## src/include/ieb_regs.vh

```
// register offsets, implemented-bit masks and reset values for the enable bank
// Notes on behaviour
// - enable bit at one lets its source request through; zero blocks it.
// - unimplemented enable bits read zero and ignore writes.
// - implemented enable bits are read/write and clear to zero at reset.
// - first register bit 1 gates capture 1, bit 0 external pin 0.
// - second register upper byte: uart2 tx/rx, pin2, timers 5/4, compares 4/3.
// - second register lower byte: captures 8/7, pin1, change, comparator, i2c1.
// - third register: parallel port, compares 8-5, captures 6-3, spi2 event/fault.
// - parallel port enable is absent and reads zero on small packages.
// - fourth register: calendar, pins 4/3, i2c2 master and slave.
// - fifth register: charge time, low volt, crc, uart2 and uart1 errors.
// - sixth register upper byte: capture 9, compare 9, spi3, uart4 tx/rx.
// - sixth register lower byte: uart4 err, usb, i2c3, uart3 tx/rx/err.
// - flag bits set by hardware on request regardless of enable; software clears.
`ifndef IEB_REGS_VH
`define IEB_REGS_VH

`define IEB_NUM_REGS        6
`define IEB_REG_W           16
// enable registers, one aligned word each
`define IEB_OFF_ENABLE_0    12'h000
`define IEB_OFF_ENABLE_1    12'h004
`define IEB_OFF_ENABLE_2    12'h008
`define IEB_OFF_ENABLE_3    12'h00C
`define IEB_OFF_ENABLE_4    12'h010
`define IEB_OFF_ENABLE_5    12'h014
// flag registers
`define IEB_OFF_FLAG_0      12'h020
`define IEB_OFF_FLAG_5      12'h034
// implemented bits per register
`define IEB_MASK_0          16'h3FEF
`define IEB_MASK_1          16'hFEDF
`define IEB_MASK_2          16'h3FE3
`define IEB_MASK_3          16'h4066
`define IEB_MASK_4          16'h210E
`define IEB_MASK_5          16'h3FFE
// parallel port enable position in the third register
`define IEB_PARPORT_BIT     13
`define IEB_RESET_VAL       16'h0000

`endif

```

## src/hdl/ieb_top.v

```verilog
// interrupt enable and flag bank behind an ahb-lite slave port
//
// Decided for this implementation: the AHB-Lite interface to the registers and the register addresses.
`include "ieb_regs.vh"

module ieb_top #(
    parameter SMALL_PKG = 0                 // 1: drop the parallel port bit
) (
    input  wire        hclk,                // bus clock, 25 MHz
    input  wire        hresetn,             // async reset, active low
    input  wire        hsel,                // slave select
    input  wire [31:0] haddr,               // byte address
    input  wire [1:0]  htrans,              // transfer type
    input  wire        hwrite,              // 1 write, 0 read
    input  wire [2:0]  hsize,               // transfer size
    input  wire        hready,              // bus ready in
    input  wire [31:0] hwdata,              // write data
    output reg  [31:0] hrdata,              // read data
    output reg         hreadyout,           // slave ready
    output reg         hresp,               // response, always okay
    input  wire [95:0] src_req,             // source request pulses, 16/reg
    output reg  [95:0] irq_pending,         // flag and enable, per source
    output reg         irq_any              // any request forwarded
);

    localparam NR = `IEB_NUM_REGS;
    localparam RW = `IEB_REG_W;
    localparam [95:0] MASK_FULL = {`IEB_MASK_5, `IEB_MASK_4,
                                   `IEB_MASK_3, `IEB_MASK_2,
                                   `IEB_MASK_1, `IEB_MASK_0};
    localparam [95:0] PARPORT_CLR =
        96'h0000_0000_0000_0000_0000_0001 << (2 * RW + `IEB_PARPORT_BIT);
    // small packages lose the parallel port enable entirely
    localparam [95:0] MASK = (SMALL_PKG != 0) ? (MASK_FULL & ~PARPORT_CLR)
                                              : MASK_FULL;

    // register index of an address, bit 3 set when it is a flag register,
    // bit 4 set when the address hits anything at all
    function [4:0] ieb_decode;
        input [11:0] a;
        begin
            ieb_decode = 5'h00;
            if (a >= `IEB_OFF_ENABLE_0 && a <= `IEB_OFF_ENABLE_5)
                ieb_decode = {2'b10, a[4:2]};
            else if (a >= `IEB_OFF_FLAG_0 && a <= `IEB_OFF_FLAG_5)
                ieb_decode = {2'b11, a[4:2] - 3'h0};
        end
    endfunction

    // bank state, flattened one register per 16-bit slice
    reg  [95:0] enable_r;
    reg  [95:0] flag_r;
    wire [95:0] enable_nxt;
    wire [95:0] flag_nxt;

    // captured address phase of a pending write
    reg         wr_pend_r;
    reg  [4:0]  wr_dec_r;

    wire        addr_ok = hsel & hready & htrans[1];
    wire [4:0]  dec_now = ieb_decode(haddr[11:0]);
    wire [2:0]  fl_idx  = dec_now[2:0];

    // address phase capture; only word transfers are expected
    always @(posedge hclk or negedge hresetn)
    begin
        if (!hresetn)
        begin
            wr_pend_r <= 1'b0;
            wr_dec_r  <= 5'h00;
        end
        else
        begin
            wr_pend_r <= addr_ok & hwrite;
            wr_dec_r  <= dec_now;
        end
    end

    // per-register next values
    genvar g;
    generate
        for (g = 0; g < NR; g = g + 1)
        begin : g_reg
            wire hit_en = wr_pend_r & wr_dec_r[4] & ~wr_dec_r[3]
                          & (wr_dec_r[2:0] == g);
            wire hit_fl = wr_pend_r & wr_dec_r[4] & wr_dec_r[3]
                          & (wr_dec_r[2:0] == g);
            wire [RW-1:0] m = MASK[g*RW +: RW];
            // unimplemented positions never take a write
            assign enable_nxt[g*RW +: RW] =
                (hit_en ? hwdata[RW-1:0] : enable_r[g*RW +: RW]) & m;
            // hardware set wins over a same-cycle software clear
            assign flag_nxt[g*RW +: RW] =
                ((hit_fl ? hwdata[RW-1:0] : flag_r[g*RW +: RW])
                 | src_req[g*RW +: RW]) & m;
        end
    endgenerate

    // bank registers: everything off after reset
    always @(posedge hclk or negedge hresetn)
    begin
        if (!hresetn)
        begin
            enable_r <= {NR{`IEB_RESET_VAL}};
            flag_r   <= {NR{`IEB_RESET_VAL}};
        end
        else
        begin
            enable_r <= enable_nxt;
            flag_r   <= flag_nxt;
        end
    end

    // forward requests; registered so outputs come straight from flops
    always @(posedge hclk or negedge hresetn)
    begin
        if (!hresetn)
        begin
            irq_pending <= 96'h0000_0000_0000_0000_0000_0000;
            irq_any     <= 1'b0;
        end
        else
        begin
            irq_pending <= flag_r & enable_r;
            irq_any     <= |(flag_r & enable_r);
        end
    end

    // read mux works on next values so a read right after a write
    // sees the freshly written data
    reg [15:0] rd_word;
    always @*
    begin
        rd_word = 16'h0000;
        if (dec_now[4] && fl_idx < NR)
        begin
            if (dec_now[3])
                rd_word = flag_nxt[fl_idx*RW +: RW];
            else
                rd_word = enable_nxt[fl_idx*RW +: RW];
        end
    end

    // data phase outputs; zero wait states, always okay
    always @(posedge hclk or negedge hresetn)
    begin
        if (!hresetn)
        begin
            hrdata    <= 32'h0000_0000;
            hreadyout <= 1'b1;
            hresp     <= 1'b0;
        end
        else
        begin
            hreadyout <= 1'b1;
            hresp     <= 1'b0;
            if (addr_ok && !hwrite)
                hrdata <= {16'h0000, rd_word};
            else
                hrdata <= 32'h0000_0000;
        end
    end

endmodule // ieb_top

```

## config.mk

```make
export PLATFORM = sky130hd
export DESIGN_NAME = ieb_top
export DESIGN_NICKNAME = d
export VERILOG_FILES = /design/src/hdl/ieb_top.v
export VERILOG_INCLUDE_DIRS = /design/src /design/src/include
export SDC_FILE = /design/constraint.sdc
export NUM_CORES = 1
export LEC_CHECK = 0
export BUFFER_PORTS_ARGS = -buffer_cell sky130_fd_sc_hd__buf_2
export CORE_MARGIN = 4
export CORE_UTILIZATION = 40
export CTS_CLUSTER_DIAMETER = 60
export DETAILED_ROUTE_END_ITERATION = 10
export GPL_TIMING_DRIVEN = 0
export PLACE_DENSITY = 0.75
export SYNTH_ARGS = -nofsm -noshare
export SYNTH_HDL_FRONTEND = slang
export SYNTH_SLANG_ARGS = --single-unit
```

## constraint.sdc

```tcl
create_clock -name hclk -period 6 [get_ports hclk]
set_input_delay 1.2 -clock hclk [delete_from_list [all_inputs] [get_ports hclk]]
set_output_delay 1.2 -clock hclk [all_outputs]
set_load 0.01 [all_outputs]
```

==> results.txt <==
----------------------------------------------------
[Setup path]
  Crit path required time ... 6330 ps
  Worst setup path class ... primary input to register
  Reg2Reg Depth ... 8
  Dominant delay contributor by cell family on the critical path ... compound AO/OA/AOI/OAI gates
  Slowest stage delay, CP ... 690 ps
  Worst-path fanout max ... 10
  Slowest cell on the critical path ... a2111oi_0
  Crit. End Element ... register
  Reg-to-reg slack, setup ... 3300 ps
  Buffering stage count on the worst path with inverters included ... 3
  Cell-by-cell listing of the critical path ... buf_2 -> nor3_1 -> o311a_4 -> nand2_8 -> inv_2 -> buf_2 -> nand2_1 -> a2111oi_0
  CP dominant cell by count ... buf_2
  Reg2reg end ... hrdata[8]$_DFF_PN0_
  Startpoint type of the worst setup path ... primary input
  Worst R2R Start ... wr_dec_r[2]$_DFF_PN0_
  Critical Path AT ... 3520 ps

[Global route]
  Total GRT Usage ... 0.220
  Number of global-route vias before repair ... 7449
  Pin count of the biggest net entering global routing ... 124
  Initial antenna violation count ... 4
  GR Overflow Total ... 0
  Wire length of the first global-routing pass ... 44200 um

[Finish]
  Multi-input gate area in the final layout ... 3790 um2
  Fillers ... 2102
  Layout Area Growth over Synthesis ... 25.1%
  Nets ... 1204
  Storage cell area ... 5150 um2
  Number of standard cells in the layout, taps in and fillers out ... 1366
  Layout cell share with drive strength beyond 1 ... 0.350

[Routing]
  Vias/cell ... 5.27
  Total number of vias ... 7195
  DRC violation total after the first TritonRoute iteration ... 643
  Number of nets with antenna violations after detailed routing ... 0
  Iteration count of the initial detailed-routing pass ... 5
  Average wire length per cell after detail routing ... 21.4 um
  Detailed-route DRC error count ... 0
  Final Routed Wirelength ... 29200 um

[Timing]
  Achievable frequency ... 313 MHz
  Count of endpoints failing setup in the final report ... 0
  Total negative slack ... 0 ps
  RSZ-0062 raised after global routing ... no
  Number of endpoints with negative hold slack in the final report ... 0
  Max Slew Vio Count ... 0
  Min Hold Slack ... 505 ps
  Final period utilization ... 0.532
  Relative slew margins ... 0.483
  Worst-case clock skew ... 11.5 ps
  Worst-Margin Slew ... 756 ps
  Final worst path period need ... 3190 ps

[Synthesis]
  Average instance area after synthesis ... 11.9 um2
  Cell count after synthesis ... 788
  Most instantiated flip-flop cell in the synthesis netlist ... dfrtp_1
  Ys async rst share ... 1.00
  Yosys synthesis warning count ... 0
  Number of enable flip-flop cells after synthesis ... 0
  Number of distinct library cells after synthesis ... 60
  Portion of the post-synthesis area used by sequential elements ... 0.549
  Number of flip-flops and latches in the synthesized netlist ... 206
  Combined area of all synthesized cells ... 9390 um2

[Clocking]
  Clock buffers created by TritonCTS ... 24
  CTS Hold Buffers Added ... 0
  CTS root buffer ... clkbuf_16
  CTS H-tree lvls ... 1
  Max Buffers Root-to-Sink ... 3
  Clock insertion delay at the later pin of the skew report ... 510 ps
  Number of clock sinks seen by CTS ... 206
  Clock transition at the registers of the reported paths ... 60 ps
  TritonCTS clock tree ... built
  Post-CTS setup buffer count ... 0
  Number of instances resized during post-cts repair ... 0

[Placement]
  Gp weighted congestion ... 0.933
  Cell Count Post-Placement ... 1321
  Number of port buffers ... 168
  Placed wire-length estimate ... 21900 um

[Run]
  Max-cap violation count ... 0

[Power]
  Internal power component ... 0.00255 W
  Sequential cell fraction of total power ... 0.439
  Comb pwr share ... 0.067
  Static leakage ... 5.55 nW
  Switching fraction of total power ... 0.219
  Clock Power Share ... 0.495
  Worst VDD drop ... 0.000190 V
  Total power density per cell area ... 278 nW/um2
  Net load switching power ... 0.000715 W

[Die]
  Die width ... 161 um
  Number of top-level design ports ... 301
  Initial core utilization ... 0.411
  Row cnt ... 55
  Standard cell core area ... 22800 um2
  Y dimension of the die ... 161 um
  Die area ... 26000 um2

[Status]
  Run status ... complete, no violations

[Hold path]
  Hold Path Origin ... enable_r[72]$_DFF_PN0_
  Cell count of the worst hold path ... 1
  Worst hold-check path type ... register to register
  Destination of the worst hold path ... irq_pending[72]$_DFF_PN0_

----------------------------------------------------
==> flip-flops by register name (all words and copies together) (netlist names) <==
register and flops:
enable_r 61, wr_pend_r 1, wr_dec_r 5, hrdata 16
irq_any 1, irq_pending 61, flag_r 61
==> how the worst max path moves through the flow <==
stage | start | slack (ps) | cells past startpoint | to
3_5_place_dp | haddr[3] | 2310 | 8 | hrdata[15]$_DFF_PN0_
2_1_floorplan | haddr[3] | 3140 | 9 | hrdata[1]$_DFF_PN0_
4_1_cts | haddr[3] | 2830 | 8 | hrdata[15]$_DFF_PN0_
3_3_place_gp | hresetn | 340 | 1 | irq_pending[44]$_DFF_PN0_
5_1_grt | haddr[3] | 2740 | 8 | hrdata[15]$_DFF_PN0_
6_report | haddr[3] | 2810 | 8 | hrdata[15]$_DFF_PN0_
==> power groups by stage <==
stage	sequential (W)	combinational, W	clock [W]
finish	0.00143	0.000217	0.00161
global route	0.00143	0.000237	0.00170
CTS	0.00143	0.000217	0.00163
detailed placement	0.00145	0.000216	0
global placement	0.00145	0.000211	0
floorplan	0.00146	0.0000933	0
==> placed cells by master, fill, tap and decap left out, types with 6 or more instances in the layout <==
master / instances
nand3b_1: 16
nand4b_1: 7
inv_1: 7
o211ai_1: 7
conb_1: 53
a21oi_1: 13
nand2b_1: 27
nand2_1: 40
clkbuf_1: 16
or4_1: 14
or2_2: 6
a211o_1: 39
buf_2: 180
clkbuf_16: 25
nor3_1: 11
nor2_1: 30
and2_1: 65
buf_4: 57
and3_1: 37
dfrtp_1: 206
mux2_2: 66
mux2i_1: 29
o221ai_1: 6
==> Yosys cell counts (4+ instances only) <==
cell       instances  share of area
inv_1              7         0.0028
o21ai_0            5         0.0027
mux2_2            66          0.079
a2111oi_0          4         0.0037
buf_6              5         0.0060
nor3_1            11         0.0059
o211ai_1           7         0.0056
a21o_1             5         0.0040
and2_1            65          0.043
nor2_1            30          0.012
o2111ai_1          4         0.0037
nand2b_1          27          0.018
or2_2              6         0.0040
buf_2             13         0.0069
a211o_1           39          0.036
or4_1             14          0.011
a21oi_1           13         0.0069
nor4_1             5         0.0033
mux2i_1           29          0.031
nand2_1           40          0.016
o221ai_1           6         0.0056
nand3b_1          16          0.013
clkbuf_1          13         0.0052
nand4b_1           7         0.0065
nand3_1            4         0.0021
buf_4             57          0.046
and3_1            37          0.025
dfrtp_1          206           0.55
==> area by class of cell <==
class | instances | area share
flip-flops and latches | 206 | 0.439
multi-input cells | 536 | 0.323
repair buffers | 169 | 0.0748
clock buffers | 33 | 0.0601
plain buffers | 88 | 0.0509
well taps | 313 | 0.0333
clock inverters | 11 | 0.0159
inverters | 9 | 0.00288
diodes | 1 | 0.000213
==> per-stage QoR <==
step / total power (W) / util / setup slack, ps / area (um2)
2_1_floorplan: 0.00155 / - / 3140 / 9580
5_1_grt: 0.00337 / 0.514 / 2740 / 11700
4_1_cts: 0.00328 / 0.514 / 2830 / 11700
3_3_place_gp: 0.00167 / 0.473 / 337 / 10800
3_5_place_dp: 0.00167 / 0.475 / 2310 / 10900
6_report: 0.00326 / 0.514 / 2810 / 11700
==> metal layers <==
layer | wire [um] | share of wire | global-route usage | vias up
met5 | 35 | 0.0012 | 0 | -
met4 | 803 | 0.028 | 0.0679 | 6
met3 | 2600 | 0.089 | 0.0505 | 60
met2 | 13500 | 0.46 | 0.351 | 352
met1 | 12200 | 0.42 | 0.300 | 3557
li1 | - | - | - | 3220
==> cell families (layout without fill, tap and decap cells) <==
group                  after synthesis  after routing  share of synthesized area
AND/OR/NAND/NOR                    279            279                      0.177
flip-flops                         206            206                      0.549
AO/OA/AOI/OAI                      107            107                     0.0929
multiplexers                        97             97                      0.113
buffers and inverters               97            310                     0.0673
other                                2             54                   0.000800
No activity file was read; power rests on OpenSTA's default activity.
